==> src/core/aadc_pkg.sv <==
// Shared constants and types for the auxiliary converter digital comparators.
package aadc_pkg;

	// ==========================================================
	// Register bus and map
	localparam int ADDR_W = 8;
	localparam int DATA_W = 16;
	localparam logic [7:0] ADDR_ENABLE = 8'ha3;
	localparam logic [7:0] ADDR_CMP2_CFG = 8'ha5;
	localparam logic [7:0] ADDR_CMP3_CFG = 8'ha6;
	localparam logic [7:0] ADDR_CMP4_CFG = 8'ha7;
	localparam logic [7:0] ADDR_INT_STATUS = 8'hb0;
	localparam logic [7:0] ADDR_INT_MASK = 8'hb1;

	// ==========================================================
	// Field layout
	localparam int NUM_CMP = 3;
	localparam int NUM_SRC = 8;
	localparam int SAMPLE_W = 12;
	localparam int SRC_MSB = 15;
	localparam int SRC_LSB = 13;
	localparam int POL_BIT = 12;
	localparam int THR_MSB = 11;
	localparam int ENA_LSB = 1;
	localparam int ENA_MSB = 3;

	// ==========================================================
	// Reset values
	localparam logic [15:0] CFG_RESET = 16'h0000;
	localparam logic [2:0] SRC_RESET = 3'h0;
	localparam logic [2:0] ENA_RESET = 3'h0;
	localparam logic [2:0] MASK_RESET = 3'h0;
	localparam logic [15:0] RDATA_IDLE = 16'h0000;

	// ==========================================================
	// Source codes for the selector field
	typedef enum logic [2:0] {
		AADC_SRC_AUX_INPUT_ONE,
		AADC_SRC_AUX_INPUT_TWO,
		AADC_SRC_AUX_INPUT_THREE,
		AADC_SRC_AUX_INPUT_FOUR,
		AADC_SRC_USB_VOLTAGE,
		AADC_SRC_LINE_VOLTAGE,
		AADC_SRC_BATTERY_VOLTAGE_SAMPLE,
		AADC_SRC_CHIP_TEMPERATURE
	} aadc_src_t;

	// ==========================================================
	// Carriers
	typedef struct packed {
		logic [NUM_SRC-1:0] fresh;
		logic [NUM_SRC-1:0][SAMPLE_W-1:0] data;
	} aadc_samples_t;

	typedef struct packed {
		logic [ADDR_W-1:0] addr;
		logic [DATA_W-1:0] wdata;
		logic wr;
		logic rd;
	} aadc_bus_req_t;

endpackage

==> src/core/aadc_dcmp.sv <==
// Digital threshold comparators two to four with register port and interrupt.
//
// Function
// Bits 15:13 pick one of eight measured sources for the compare.
// Polarity bit 12 clear: interrupt when source is below threshold.
// Polarity bit 12 set: interrupt when source is above threshold.
// Bits 11:0 hold a 12-bit unsigned threshold.
// The power state machine reset clears every source selector.
// Configuration registers reset to selector 000, polarity 0, threshold 0.
// A comparator evaluates only while enabled; enables reset cleared.
// Compared values are the converter's stored 12-bit channel results.
// Evaluate on each new selected result; pulse an interrupt when true.
`timescale 1ns/1ps
`default_nettype none

module aadc_dcmp (
	// Clock and reset
	input wire logic clk,
	input wire logic rstn,
	// Power state machine reset, one-cycle pulse
	input wire logic smReset,
	// Register port
	input wire aadc_pkg::aadc_bus_req_t busReq,
	output var logic [aadc_pkg::DATA_W-1:0] rdata,
	// Converter results with per-channel new-result strobes
	input wire aadc_pkg::aadc_samples_t samples,
	// Interrupt outputs
	output var logic [aadc_pkg::NUM_CMP-1:0] cmpIrqPulse,
	output var logic irq
);

	// ==========================================================
	// State
	typedef struct packed {
		logic [aadc_pkg::NUM_CMP-1:0][aadc_pkg::DATA_W-1:0] cfg;
		logic [aadc_pkg::NUM_CMP-1:0] ena;
		logic [aadc_pkg::NUM_CMP-1:0] status;
		logic [aadc_pkg::NUM_CMP-1:0] mask;
		logic [aadc_pkg::DATA_W-1:0] rdata;
		logic [aadc_pkg::NUM_CMP-1:0] pulse;
		logic irq;
	} aadc_state_t;

	localparam aadc_state_t STATE_RESET = '{
		cfg: {aadc_pkg::NUM_CMP{aadc_pkg::CFG_RESET}},
		ena: aadc_pkg::ENA_RESET,
		status: aadc_pkg::MASK_RESET,
		mask: aadc_pkg::MASK_RESET,
		rdata: aadc_pkg::RDATA_IDLE,
		pulse: aadc_pkg::MASK_RESET,
		irq: 1'b0
	};

	aadc_state_t s_r;
	aadc_state_t s_nxt;

	// ==========================================================
	// Field access
	// Every 3-bit code names a source, so this cast cannot go out of range.
	function automatic aadc_pkg::aadc_src_t srcOf(
		input logic [aadc_pkg::DATA_W-1:0] cfg
	);
		logic [2:0] code;
		code = cfg[aadc_pkg::SRC_MSB:aadc_pkg::SRC_LSB];
		srcOf = aadc_pkg::aadc_src_t'(code);
	endfunction

	function automatic logic polOf(
		input logic [aadc_pkg::DATA_W-1:0] cfg
	);
		polOf = cfg[aadc_pkg::POL_BIT];
	endfunction

	function automatic logic [aadc_pkg::SAMPLE_W-1:0] thrOf(
		input logic [aadc_pkg::DATA_W-1:0] cfg
	);
		thrOf = cfg[aadc_pkg::THR_MSB:0];
	endfunction

	// Replaces the selector field and leaves polarity and threshold alone.
	function automatic logic [aadc_pkg::DATA_W-1:0] withSrc(
		input logic [aadc_pkg::DATA_W-1:0] cfg,
		input logic [2:0] code
	);
		withSrc = cfg;
		withSrc[aadc_pkg::SRC_MSB:aadc_pkg::SRC_LSB] = code;
	endfunction

	// Bit 0 of the enable word is reserved and always reads zero.
	function automatic logic [aadc_pkg::NUM_CMP-1:0] enaField(
		input logic [aadc_pkg::DATA_W-1:0] word
	);
		enaField = word[aadc_pkg::ENA_MSB:aadc_pkg::ENA_LSB];
	endfunction

	function automatic logic [aadc_pkg::DATA_W-1:0] enaWord(
		input logic [aadc_pkg::NUM_CMP-1:0] ena
	);
		enaWord = aadc_pkg::RDATA_IDLE;
		enaWord[aadc_pkg::ENA_MSB:aadc_pkg::ENA_LSB] = ena;
	endfunction

	// Status and mask share one layout: a bit per comparator from bit 0.
	function automatic logic [aadc_pkg::NUM_CMP-1:0] cmpField(
		input logic [aadc_pkg::DATA_W-1:0] word
	);
		cmpField = word[aadc_pkg::NUM_CMP-1:0];
	endfunction

	function automatic logic [aadc_pkg::DATA_W-1:0] cmpWord(
		input logic [aadc_pkg::NUM_CMP-1:0] bits
	);
		cmpWord = aadc_pkg::RDATA_IDLE;
		cmpWord[aadc_pkg::NUM_CMP-1:0] = bits;
	endfunction

	// ==========================================================
	// Source routing
	// The slot order of the result bundle matches the selector codes.
	function automatic logic [aadc_pkg::SAMPLE_W-1:0] srcValue(
		input aadc_pkg::aadc_src_t src,
		input aadc_pkg::aadc_samples_t smp
	);
		srcValue = smp.data[src];
	endfunction

	function automatic logic srcFresh(
		input aadc_pkg::aadc_src_t src,
		input aadc_pkg::aadc_samples_t smp
	);
		srcFresh = smp.fresh[src];
	endfunction

	// ==========================================================
	// Compare
	// True when a fresh result of the selected source meets the condition.
	// Equality never fires: both directions compare strictly.
	function automatic logic cmpHit(
		input logic [aadc_pkg::DATA_W-1:0] cfg,
		input aadc_pkg::aadc_samples_t smp
	);
		aadc_pkg::aadc_src_t src;
		logic [aadc_pkg::SAMPLE_W-1:0] val;
		logic [aadc_pkg::SAMPLE_W-1:0] thr;
		src = srcOf(cfg);
		val = srcValue(src, smp);
		thr = thrOf(cfg);
		if (!srcFresh(src, smp)) begin
			cmpHit = 1'b0;
		end else if (polOf(cfg)) begin
			cmpHit = val > thr;
		end else begin
			cmpHit = val < thr;
		end
	endfunction

	// ==========================================================
	// Address decode
	// Index of a configuration register, or NUM_CMP when not one.
	function automatic int cfgIndex(input logic [aadc_pkg::ADDR_W-1:0] a);
		unique case (a)
			aadc_pkg::ADDR_CMP2_CFG: cfgIndex = 0;
			aadc_pkg::ADDR_CMP3_CFG: cfgIndex = 1;
			aadc_pkg::ADDR_CMP4_CFG: cfgIndex = 2;
			default: cfgIndex = aadc_pkg::NUM_CMP;
		endcase
	endfunction

	function automatic logic isCfg(input logic [aadc_pkg::ADDR_W-1:0] a);
		isCfg = cfgIndex(a) < aadc_pkg::NUM_CMP;
	endfunction

	// ==========================================================
	// Events
	// Uses the configuration as it stood before any write in this cycle.
	function automatic logic [aadc_pkg::NUM_CMP-1:0] hitsOf(
		input aadc_state_t st,
		input aadc_pkg::aadc_samples_t smp
	);
		hitsOf = '0;
		for (int i = 0; i < aadc_pkg::NUM_CMP; i++) begin
			hitsOf[i] = st.ena[i] && cmpHit(st.cfg[i], smp);
		end
	endfunction

	// A new event in the clearing cycle keeps its status bit set.
	function automatic logic [aadc_pkg::NUM_CMP-1:0] statusAfter(
		input logic [aadc_pkg::NUM_CMP-1:0] status,
		input logic [aadc_pkg::NUM_CMP-1:0] clr,
		input logic [aadc_pkg::NUM_CMP-1:0] hit
	);
		statusAfter = (status & ~clr) | hit;
	endfunction

	// ==========================================================
	// Register writes
	// Status bits that a write of ones asks to clear.
	function automatic logic [aadc_pkg::NUM_CMP-1:0] clearOf(
		input aadc_pkg::aadc_bus_req_t req
	);
		clearOf = '0;
		if (req.wr && req.addr == aadc_pkg::ADDR_INT_STATUS) begin
			clearOf = cmpField(req.wdata);
		end
	endfunction

	// Writes to unmapped addresses and to the status word change nothing here.
	function automatic aadc_state_t applyWrite(
		input aadc_state_t st,
		input aadc_pkg::aadc_bus_req_t req
	);
		int idx;
		idx = cfgIndex(req.addr);
		applyWrite = st;
		if (req.wr) begin
			if (isCfg(req.addr)) begin
				applyWrite.cfg[idx] = req.wdata;
			end
			unique case (req.addr)
				aadc_pkg::ADDR_ENABLE: begin
					applyWrite.ena = enaField(req.wdata);
				end
				aadc_pkg::ADDR_INT_MASK: begin
					applyWrite.mask = cmpField(req.wdata);
				end
				default: begin
				end
			endcase
		end
	endfunction

	// ==========================================================
	// Power state machine reset
	// Only selectors and enables return to default; polarity, threshold,
	// status and mask keep their values across a power sequence.
	function automatic aadc_state_t applySmReset(input aadc_state_t st);
		applySmReset = st;
		for (int i = 0; i < aadc_pkg::NUM_CMP; i++) begin
			applySmReset.cfg[i] =
				withSrc(st.cfg[i], aadc_pkg::SRC_RESET);
		end
		applySmReset.ena = aadc_pkg::ENA_RESET;
	endfunction

	// ==========================================================
	// Register reads
	// Reserved and unmapped bits read as zero.
	function automatic logic [aadc_pkg::DATA_W-1:0] readWord(
		input aadc_state_t st,
		input logic [aadc_pkg::ADDR_W-1:0] a
	);
		int idx;
		idx = cfgIndex(a);
		readWord = aadc_pkg::RDATA_IDLE;
		if (isCfg(a)) begin
			readWord = st.cfg[idx];
		end else begin
			unique case (a)
				aadc_pkg::ADDR_ENABLE: begin
					readWord = enaWord(st.ena);
				end
				aadc_pkg::ADDR_INT_STATUS: begin
					readWord = cmpWord(st.status);
				end
				aadc_pkg::ADDR_INT_MASK: begin
					readWord = cmpWord(st.mask);
				end
				default: begin
				end
			endcase
		end
	endfunction

	function automatic logic irqLevel(input aadc_state_t st);
		irqLevel = |(st.status & st.mask);
	endfunction

	// ==========================================================
	// Next state
	always_comb begin
		logic [aadc_pkg::NUM_CMP-1:0] hit;
		hit = hitsOf(s_r, samples);
		s_nxt = applyWrite(s_r, busReq);
		s_nxt.pulse = hit;
		s_nxt.status = statusAfter(s_r.status, clearOf(busReq), hit);

		// The state machine reset overrides a software write in the same cycle.
		if (smReset) begin
			s_nxt = applySmReset(s_nxt);
		end

		// Registered so that the interrupt output comes from a flip-flop.
		s_nxt.irq = irqLevel(s_nxt);

		s_nxt.rdata = aadc_pkg::RDATA_IDLE;
		if (busReq.rd) begin
			s_nxt.rdata = readWord(s_r, busReq.addr);
		end
	end

	// ==========================================================
	// Registers
	always_ff @(posedge clk or negedge rstn) begin
		if (!rstn) begin
			s_r <= STATE_RESET;
		end else begin
			s_r <= s_nxt;
		end
	end

	assign rdata = s_r.rdata;
	assign cmpIrqPulse = s_r.pulse;
	assign irq = s_r.irq;

endmodule

`default_nettype wire

==> config.mk <==
export PLATFORM = sky130hd
export DESIGN_NAME = aadc_dcmp
export DESIGN_NICKNAME = d
export VERILOG_FILES = /design/src/core/aadc_pkg.sv /design/src/core/aadc_dcmp.sv
export SDC_FILE = /design/constraint.sdc
export NUM_CORES = 1
export LEC_CHECK = 0
export BUFFER_PORTS_ARGS = -buffer_cell sky130_fd_sc_hd__buf_2
export CORE_MARGIN = 2
export CORE_UTILIZATION = 61
export CTS_BUF_LIST = sky130_fd_sc_hd__clkbuf_4
export DETAILED_ROUTE_END_ITERATION = 16
export PLACE_DENSITY_LB_ADDON = 0.3
export SYNTH_ARGS = -nofsm -noshare
export SYNTH_HDL_FRONTEND = slang
export SYNTH_SLANG_ARGS = --single-unit
==> constraint.sdc <==
create_clock -name clk -period 5.8 [get_ports clk]
set_clock_uncertainty 0.2 [all_clocks]
set_input_delay 0.58 -clock clk [delete_from_list [all_inputs] [get_ports clk]]
set_output_delay 0.58 -clock clk [all_outputs]
set_load 0.05 [all_outputs]
# Yosys cells after proc, flatten, opt, wreduce, memory -nomap -nowiden
# Cells that the tools add are included.
# totals
register_bits	77
word_cells	84
# op_classes
magnitude_cmp	14
n_eq_ne	6
n_mux	37
bitwise_logic	4
n_reduce_logical	11
# ops
cell	count
12-bit binary-select mux with 3-bit select	3
16-bit 2-to-1 mux	5
77-bit 2-to-1 mux	1
32-bit by 3-bit < comparator with 1-bit output, second input constant	2
32-bit by 4-bit < comparator with 1-bit output, second input constant	2
32-bit 2-to-1 mux	2
51-bit 2-to-1 mux	1
48-bit bitwise mux	1
8-bit == test, second input constant	6
48-bit 2-to-1 mux	1
12-bit > comparator	3
12-bit < comparator	3
12-bit 2-to-1 mux	3
16-bit binary-select mux with 2-bit select	1
16-bit demux with 2-bit select	1
32-bit by 1-bit >= comparator with 1-bit output, second input constant	1
3-bit by 4-bit < comparator with 1-bit output, second input constant	3
3-bit 2-to-1 mux	4
4-bit case mux with 3 select lines	1
1-bit binary-select mux with 3-bit select	3
1-bit 2-to-1 mux	9
3-bit AND	2
2-bit case mux with 3 select lines	1
2-bit nonzero test	3
5 further kinds	10

# Depth between registers and ports, before layout
# Gate-level depths: netlist of the first run.
# logic_depth
ltp_word	12
depth_mapped	11

# Worst setup path after synthesis of the first run
# No wires, ideal clock.
# synth_path
path_kind	reg2reg
start	reg s_r[43] (netlist bit)
end	reg s_r (netlist bit irq)
setup_ps	90
arrival_ps	3169
slack_ps	2341
stages_incl_launch_ff	11
path_buffers	2
path_cell_list	dfrtp_1 > clkbuf_1 > clkbuf_1 > mux4_2 > mux2_2 > ha_1 > a21o_1 > a21o_1 > a2111oi_2 > mux2_2 > o2111ai_1
# synth_rtl
element	line	source
start: declaration	aadc_dcmp.sv:54	aadc_state_t s_r;
start signal: assignment	aadc_dcmp.sv:307	s_r <= s_nxt;

==> key figures, run 1 <==
Worst setup path
  – WP data arrival: 4.12 ns
  – CP Max Fanout: 17
  – Cell chain of the critical path: buf_4 > mux4_2 > mux2_2 > ha_1 > a21o_1 > a21oi_1 > nor2b_1 > o31a_1 > o31ai_1 > o2111ai_1
  – Element type at the critical path start: flip-flop
  – Crit-path leading delay family: compound AO/OA/AOI/OAI gates
  – Worst setup path category: reg2reg
  – Crit end category: flip-flop
  – Buf/Inv on CP: 1
  – CP Data Required Time: 5.88 ns
  – Cell at the slowest stage of the critical path: dfrtp_1
  – Largest incremental delay on the critical path: 0.98 ns

Flow run
  – Total of max-cap violations: 0

Global routing
  – Vias in the first global route: 6049
  – Total track usage: 35.85%
  – GRT Residual Overflow: 0
  – Largest net degree at the start of global routing: 78
  – Initial antenna violation count: 1
  – First-pass GRT wire length: 31610 um

STA
  – Fin worst setup slack: 1.755 ns
  – RSZ-0062 raised after global routing: false
  – Hold_ws: 0.1768 ns
  – Min Tclk post-route: 4.045 ns
  – Setup TNS: 0 ns
  – FMAX: 247.2 MHz
  – Pins Over Slew Limit: 0
  – Slew HR: 26.09%
  – Fin. Hold Viols: 0
  – Final setup viols: 0
  – Least-Margin Pin Slew: 1.109 ns
  – Final Cycle Share: 69.74%

Clock tree
  – Worst skew pair latency: 0.43 ns
  – Cts hold-fix bufs: 0
  – Clock sinks: 77
  – TritonCTS Buffers: 9
  – # resized after CTS: 0
  – Clock-pin slew on the worst setup and hold paths: 0.13 ns
  – Post CTS Setup Buffer Count: 0
  – Clock Path Buffers: 2
  – H-Tree Depth: 3
  – CTS tree: done
  – Clock root buffer: clkbuf_4

Yosys
  – Synth Flop Type: dfrtp_1
  – Sequential fraction of the synthesis area: 28.52%
  – Syn nets: 766
  – Mux share of post-synthesis cell area: 37.96%
  – Synth Cell Area: 6756 um2
  – Netlist cell types: 58
  – Adder and majority gate portion of the synthesized area: 7.037%
  – Synthesis-stage register bit count: 77
  – FFs w/ async S/R, synth: 100.0%
  – Post-Syn Instances: 595
  – Largest family of logic cells by synthesized area: multiplexers
  – Ys Warns: 0
  – Xor/xnor cell area share of the yosys netlist: 0.1296%
  – Count leader, synth: dfrtp_1
  – Post-synth top area cell: dfrtp_1
  – Share of the synthesized area in the top cell type: 28.52%
  – Post-synth top cells: dfrtp_1, mux4_2, mux2_2
  – Avg Cell Area, Syn: 11.36 um2
  – Post-synth EDFFs: 0
  – Synth Area in Compound Gates: 10.04%
  – Top cells by area, synth: dfrtp_1, mux4_2, mux2_2
  – Simple-Gate Fraction of Synth Area: 9.722%

Cells and area
  – Layout cell share with drive strength beyond 1: 45.45%
  – Area Growth Syn to Fin: 13.02%
  – Fillers: 773
  – Sequential cell area: 1927 um2
  – Final Core Density: 70.44%
  – Multi-input logic area: 4389 um2
  – Layout Nets: 882

Detailed routing
  – Detailed-route via count: 5983
  – First-pass iteration count of the detailed router: 6
  – DRC viols: 0
  – Routed WL per cell: 23.76 um
  – Detailed router's first-iteration violation count: 566
  – Vias/cell: 6.989
  – Final WL: 20340 um
  – Post-DRT Antenna Nets: 0

Min path
  – Worst hold path type: in2async

Die
  – Core ar.: 10840 um2
  – Initial Util: 62.33%
  – DIE WIDTH: 109.2 um
  – # IOs: 153
  – Die area: 11930 um2
  – Row count: 38
  – Die Y-Extent: 109.2 um

Placed design
  – RD Place Congestion: 0.9565
  – PortBufs: 152
  – Post-detail-place hpwl: 15650 um
  – Dpl ws: 1.885 ns

Power
  – Power Dens Cells: 151.2 nW/um2
  – Max VDD drop: 0.0001054 V
  – Pleak: 3.287 nW
  – Pwr Total: 1.155 mW

Outcome
  – Status: finished, final reports clean
-- path summary, 6_finish.rpt --
| path | cells past startpoint | from | to | slack [ns] |
|---|---|---|---|---|
| max reg2reg | 10 | s_r[74] | irq | 1.76 |
| min in group clk | 3 | busReq[11] | s_r[54] | 0.18 |
| min reg2reg | 1 | s_r[31] | s_r[31] | 0.32 |
| min | 2 | rstn | s_r[71] | 0.18 |
| max | 10 | s_r[74] | irq | 1.76 |
| max in group asynchronous | 2 | rstn | s_r[64] | 4.56 |
-- placed cells by master, fill, tap and decap left out, drive strengths merged, types with 4 or more instances in the layout --
cell | synthesis | final
ha | 38 | 38
inv | 36 | 37
mux4 | 76 | 76
o21ai | 30 | 30
clkbuf | 21 | 9
nand2 | 47 | 47
nand3 | 8 | 8
dfrtp | 77 | 77
a21oi | 27 | 27
nand4 | 10 | 10
a22oi | 5 | 5
mux2 | 66 | 66
mux2i | 11 | 11
nor2 | 22 | 22
and3 | 4 | 4
nand2b | 4 | 4
a21o | 5 | 5
buf | 35 | 161
a211oi | 11 | 11
nor2b | 9 | 9
-- through the flow --
step | instance area (um2) | std cells
floorplan | 6756 | 595
global placement | 7455 | 840
detailed placement | 7455 | 840
CTS | 7634 | 855
global route | 7634 | 855
finish | 7636 | 856
-- metal layers --
metal,routed length [um],global-route usage [%]
met4,649,12.75
met2,9673,58.39
met1,7649,47.70
met3,2370,7.830
met5,0,0
-- registers in the layout, summed over array words and instances (netlist names) --
signal	count
irq	1
rdata	16
s_r	57
cmpIrqPulse	3
-- final cells by class --
| cell class | count | area share (%) |
|---|---|---|
| multi-input cells | 426 | 57.48 |
| inverters | 36 | 1.770 |
| clock buffers | 9 | 0.8848 |
| well taps | 140 | 2.294 |
| flip-flops and latches | 77 | 25.23 |
| clock inverters | 6 | 1.458 |
| repair buffers | 161 | 10.85 |
| diodes | 1 | 0.03277 |
-- cell families (layout without fill, tap and decap cells) --
logic type	after synthesis	in the layout
xor+xnor	1	1
other cells	0	1
mux	153	153
flops	77	77
compound gates	107	107
fa+ha+maj	38	38
buf+inv	92	212
simple gates	127	127
-- report_power, final --
| group | internal, mW | switching [mW] |
|---|---|---|
| clock | 0.217 | 0.198 |
| sequential | 0.539 | 0.00114 |
| combinational | 0.0981 | 0.102 |
| total | 0.854 | 0.301 |
Note: power is estimated with default switching activity, not from simulation.
==> run 2: changes to the inputs <==
CORE_UTILIZATION = 57   (was 61)
clock period = 3.9 ns   (was 5.8 ns; I/O delays follow)
==> key figures, run 2 (synthesis gave the netlist of run 1 again) <==
Die
  – Die Y-Extent: 112.9 um (was 109.2 um)
  – Die area: 12740 um2 (was 11930 um2)
  – Initial Util: 58.67% (was 62.33%)
  – # IOs: 153 (unchanged)
  – DIE WIDTH: 112.9 um (was 109.2 um)
  – Core ar.: 11520 um2 (was 10840 um2)
  – Row count: 39 (was 38)

Power
  – Internal power: 1.200 mW (was 0.8536 mW)
  – Flop pwr share: 49.2% (was 46.7%)
  – Pwr Total: 1.632 mW (was 1.155 mW)
  – Sw frac: 26.47% (was 26.08%)
  – Switching power: 0.4320 mW (was 0.3011 mW)
  – Pleak: 3.326 nW (was 3.287 nW)
  – Clock share of power: 32.8% (was 35.9%)
  – Power Dens Cells: 211.0 nW/um2 (was 151.2 nW/um2)
  – Max VDD drop: 0.0001131 V (was 0.0001054 V)
  – Part of the power in combinational logic: 18.0% (was 17.4%)

STA
  – Hold_ws: 0.008653 ns (was 0.1768 ns)
  – Min Tclk post-route: 3.611 ns (was 4.045 ns)
  – Final setup viols: 0 (unchanged)
  – FMAX: 276.9 MHz (was 247.2 MHz)
  – RSZ-0062 raised after global routing: false (unchanged)
  – Final Cycle Share: 92.60% (was 69.74%)
  – Setup TNS: 0 ns (unchanged)
  – Slew HR: 33.70% (was 26.09%)
  – Pins Over Slew Limit: 0 (unchanged)
  – Fin. Hold Viols: 0 (unchanged)
  – Least-Margin Pin Slew: 0.9945 ns (was 1.109 ns)

Detailed routing
  – Post-DRT Antenna Nets: 0 (unchanged)
  – Final WL: 19400 um (was 20340 um)
  – Vias/cell: 6.603 (was 6.989)
  – Routed wire length on met3: 2166 um (was 2370 um)
  – DRC viols: 5 (was 0)
  – Detailed router's first-iteration violation count: 614 (was 566)
  – Routed WL per cell: 22.32 um (was 23.76 um)
  – First-pass iteration count of the detailed router: 12 (was 6)
  – DR top layer: met4 (unchanged)
  – Wire length on met1: 7652 um (was 7649 um)
  – Met2 wire length: 9220 um (was 9673 um)
  – Detailed-route via count: 5738 (was 5983)

Clock tree
  – Clock root buffer: clkbuf_4 (unchanged)
  – Clock Path Buffers: 2 (unchanged)
  – CTS tree: done (unchanged)
  – H-Tree Depth: 3 (unchanged)
  – # resized after CTS: 0 (unchanged)
  – TritonCTS Buffers: 9 (unchanged)
  – Worst skew pair latency: 0.44 ns (was 0.43 ns)
  – Clock-pin slew on the worst setup and hold paths: 0.13 ns (about the same)
  – Cts hold-fix bufs: 5 (was 0)
  – Post CTS Setup Buffer Count: 0 (unchanged)
  – Clock sinks: 77 (unchanged)

Worst setup path
  – WP data arrival: 3.77 ns (was 4.12 ns)
  – CP Max Fanout: 31 (was 17)
  – Element type at the critical path start: flip-flop (unchanged)
  – Worst setup path category: reg2reg (unchanged)
  – CP Data Required Time: 4.06 ns (was 5.88 ns)
  – Crit end category: flip-flop (unchanged)

Cells and area
  – Sequential cell area: 1927 um2 (unchanged)
  – Finished Layout Cells: 869 (was 856)
  – Max FFs per register: 57 (unchanged)
  – Most flop-heavy register: s_r (unchanged)
  – Commonest cells after routing, fill and taps aside: buf_2, dfrtp_1, mux4_2, mux2_2, nand2_1 (unchanged)
  – Design Area, Final: 7737 um2 (was 7636 um2)
  – Layout cell share with drive strength beyond 1: 45.04% (was 45.45%)
  – Diode count: 0 (was 1)
  – Layout Nets: 893 (was 882)
  – Fillers: 904 (was 773)
  – Multi-input logic area: 4384 um2 (was 4389 um2)
  – Commonest non-fill, non-tap cell in the layout: buf_2 (unchanged)
  – Area Growth Syn to Fin: 14.52% (was 13.02%)

Placed design
  – Area after DPL: 7531 um2 (was 7455 um2)
  – Post-placement cell count: 848 (was 840)
  – Post-detail-place hpwl: 14860 um (was 15650 um)
  – PortBufs: 152 (unchanged)
  – RD Place Congestion: 0.9241 (was 0.9565)

Global routing
  – First-pass GRT wire length: 30390 um (was 31610 um)
  – Vias in the first global route: 5838 (was 6049)
  – Largest net degree at the start of global routing: 78 (unchanged)
  – GRT Residual Overflow: 0 (unchanged)
  – Initial antenna violation count: 0 (was 1)
  – Total track usage: 31.22% (was 35.85%)

Min path
  – Worst hold path type: in2reg (was in2async)

Flow run
  – Total of max-cap violations: 0 (unchanged)

Outcome
  – Failing checks: DRC
  – Status: complete, but fails checks (was finished, final reports clean)
-- run 2: cell type report --
class	instances	share of cell area, %
inverters	36	1.746
well taps	143	2.312
clock inverters	6	1.019
clock buffers	9	0.8732
repair buffers	172	12.48
flip-flops and latches	77	24.90
multi-input cells	426	56.66
-- run 2: worst paths after layout --
check                                from  endpoint  slack (ns)  cells past startpoint
worst max-delay path              s_r[42]       irq        0.29                      9
max in group asynchronous            rstn   s_r[66]        2.42                      2
worst max register to register    s_r[42]       irq        0.29                      9
worst min register to register    s_r[32]   s_r[32]        0.32                      1
worst min-delay path            busReq[8]   s_r[51]       0.009                      3
min in group asynchronous            rstn  rdata[7]        0.46                      2
-- run 2: power by group through the flow --
stage               Clock [mW]  Sequential, mW  Combinational [mW]
finish                   0.536           0.803               0.294
detailed placement           0           0.818               0.284
global placement             0           0.818               0.273
CTS                      0.532           0.802               0.290
floorplan                    0           0.818               0.136
global route             0.562           0.803               0.318
-- run 2: stage by stage --
| step | setup slack (ns) | utilization [%] |
|---|---|---|
| 6_report | 0.2887 | 67.19 |
| 5_1_grt | 0.1294 | 67.19 |
| 4_1_cts | 0.2917 | 67.10 |
| 3_5_place_dp | 0.3310 | 65.40 |
| 3_3_place_gp | 0.4153 | 65.40 |
| 2_1_floorplan | 0.4413 | - |
-- run 2: layer usage --
| metal | GRT usage [%] | up-vias |
|---|---|---|
| met1 | 43.93 | 2799 |
| met5 | 0 | - |
| met2 | 50.20 | 370 |
| li1 | - | 2536 |
| met3 | 6.052 | 33 |
| met4 | 8.862 | 0 |
-- run 2: worst max-delay path, stage by stage (launching register included) --
cell and delay (ns):
dfrtp_1 0.39, buf_12 0.24, mux4_2 0.53, mux2_2 0.28
ha_1 0.30, a21o_1 0.19, a21o_1 0.19, a2111oi_2 0.57
mux2_2 0.40, o2111ai_1 0.21
==> run 3: changes to the inputs <==
HOLD_SLACK_MARGIN = 0.12   (was default)
==> key figures, run 3 (synthesis gave the netlist of run 1 again) <==
Worst setup path
  – Reg-to-reg slack, setup: 0.23 ns (was 0.29 ns)
  – Largest incremental delay on the critical path: 0.61 ns (was 0.57 ns)
  – WP data arrival: 3.82 ns (was 3.77 ns)
  – Worst setup path category: reg2reg (unchanged)
  – RR Endpoint: irq (unchanged)
  – Element type at the critical path start: flip-flop (unchanged)
  – Worst R2R Start: s_r[42] (unchanged)
  – Cell chain of the critical path: buf_12 > mux4_2 > mux2_2 > ha_1 > a21o_1 > a21o_1 > a2111oi_2 > mux2_2 > o2111ai_1 (unchanged)
  – Crit end category: flip-flop (unchanged)
  – Cell at the slowest stage of the critical path: a2111oi_2 (unchanged)
  – CP Data Required Time: 4.06 ns (about the same)
  – CP Max Fanout: 31 (unchanged)
  – Worst reg2reg path depth: 9 (unchanged)

Clock tree
  – CTS tree: done (unchanged)
  – Clock-pin slew on the worst setup and hold paths: 0.13 ns (about the same)
  – H-Tree Depth: 3 (unchanged)
  – Clock sinks: 77 (unchanged)
  – TritonCTS Buffers: 9 (unchanged)
  – Worst skew pair latency: 0.44 ns (about the same)
  – Clock Path Buffers: 2 (unchanged)
  – # resized after CTS: 0 (unchanged)
  – Clock root buffer: clkbuf_4 (unchanged)

Flow run
  – Total of max-cap violations: 0 (unchanged)

Placed design
  – Dpl ws: 0.3310 ns (unchanged)
  – Post-detail-place hpwl: 14860 um (unchanged)
  – PortBufs: 152 (unchanged)
  – Area after DPL: 7531 um2 (unchanged)
  – RD Place Congestion: 0.9241 (unchanged)
  – Post-placement cell count: 848 (unchanged)

Detailed routing
  – Final WL: 19630 um (was 19400 um)
  – DRC viols: 5 (unchanged)
  – Post-DRT Antenna Nets: 0 (unchanged)
  – Detailed-route via count: 5844 (was 5738)
  – Detailed router's first-iteration violation count: 599 (was 614)
  – Vias/cell: 6.596 (was 6.603)
  – First-pass iteration count of the detailed router: 12 (unchanged)
  – Routed WL per cell: 22.16 um (was 22.32 um)

STA
  – FMAX: 272.8 MHz (was 276.9 MHz)
  – Fin worst setup slack: 0.2345 ns (was 0.2887 ns)
  – Final Cycle Share: 93.99% (was 92.60%)
  – Final setup viols: 0 (unchanged)
  – Fin. Hold Viols: 0 (unchanged)
  – Slew HR: 33.49% (was 33.70%)
  – RSZ-0062 raised after global routing: false (unchanged)
  – Least-Margin Pin Slew: 0.9976 ns (was 0.9945 ns)
  – Min Tclk post-route: 3.666 ns (was 3.611 ns)
  – Setup TNS: 0 ns (unchanged)
  – Pins Over Slew Limit: 0 (unchanged)
  – Hold_ws: 0.1558 ns (was 0.008653 ns)

Global routing
  – Vias in the first global route: 5926 (was 5838)
  – Total track usage: 31.64% (was 31.22%)
  – Largest net degree at the start of global routing: 78 (unchanged)
  – GRT Residual Overflow: 0 (unchanged)
  – Initial antenna violation count: 0 (unchanged)
  – First-pass GRT wire length: 30910 um (was 30390 um)

Min path
  – Hold Path Sink: rdata[13] (was s_r[51])
  – Hold Startpoint: busReq[20] (was busReq[8])
  – Worst hold path type: in2reg (unchanged)
  – Worst hold path depth: 3 (unchanged)

Cells and area
  – Most flop-heavy register: s_r (unchanged)
  – Layout Nets: 910 (was 893)
  – Commonest non-fill, non-tap cell in the layout: buf_2 (unchanged)
  – Fillers: 877 (was 904)
  – Diode count: 0 (unchanged)
  – Max FFs per register: 57 (unchanged)
  – Design Area, Final: 7908 um2 (was 7737 um2)
  – Area Growth Syn to Fin: 17.04% (was 14.52%)
  – Finished Layout Cells: 886 (was 869)
  – Layout cell share with drive strength beyond 1: 44.01% (was 45.04%)
  – Final Core Density: 68.67% (was 67.19%)
  – Commonest cells after routing, fill and taps aside: buf_2, dfrtp_1, mux4_2, mux2_2, nand2_1 (unchanged)

Die
  – Core ar.: 11520 um2 (unchanged)
  – Initial Util: 58.67% (unchanged)
  – Row count: 39 (unchanged)
  – Die area: 12740 um2 (unchanged)
  – Die Y-Extent: 112.9 um (unchanged)
  – # IOs: 153 (unchanged)
  – DIE WIDTH: 112.9 um (unchanged)

Power
  – Pleak: 3.406 nW (was 3.326 nW)
  – Pwr Total: 1.644 mW (was 1.632 mW)
  – Max VDD drop: 0.0001138 V (was 0.0001131 V)
  – Power Dens Cells: 207.9 nW/um2 (was 211.0 nW/um2)

Outcome
  – Status: complete, but fails checks (unchanged)
  – Failing checks: DRC (unchanged)
-- run 3: changes by cell type in the layout (fill, tap and decap cells not counted) --
cell | previous run | this run
dlygate4sd3_1 | 6 | 23
-- run 3: area by class of cell --
cell class	count	area (um2)	share of cell area, %
Multi-Input combinational cell	426	4384	55.44
Sequential cell	77	1927	24.37
Timing Repair Buffer	189	1136	14.37
Tap cell	143	178.9	2.263
Inverter	36	135.1	1.709
Clock inverter	6	78.83	0.9968
Clock buffer	9	67.56	0.8544
-- run 3: how the worst max path moves through the flow --
stage                     cells past startpoint  end    start
after floorplan                              10  irq  s_r[43]
after global placement                       10  irq  s_r[42]
after detailed placement                     10  irq  s_r[42]
after CTS                                    10  irq  s_r[42]
after global routing                         10  irq  s_r[42]
final                                         9  irq  s_r[42]
-- run 3: worst max-delay path, delay by kind of cell, from the launching register on --
kind | cells | cell delay [ns]
adders and majority gates | 1 | 0.30
buffers and inverters | 1 | 0.23
AOI/OAI and AO/OA | 4 | 1.21
DFF | 1 | 0.39
muxes | 3 | 1.22
-- run 3: timing repair --
action                                 4_1_cts  5_1_grt
hold buffers                                23        0
endpoints found under the hold margin      134        0
setup buffers                                0        0
-- run 3: power by group --
| part | switching, mW | internal (mW) | leakage [nW] |
|---|---|---|---|
| combinational | 0.148 | 0.158 | 2.31 |
| sequential | 0.00150 | 0.801 | 1.02 |
| clock | 0.286 | 0.250 | 0.0745 |
-- run 3: metal layers --
metal / part of all wire (%) / vias to the layer above / track usage (%)
met2: 47 / 363 / 51.45
met3: 11 / 41 / 5.517
met4: 2.2 / 0 / 8.293
li1: - / 2563 / -
met5: 0 / - / 0
met1: 40 / 2877 / 44.76
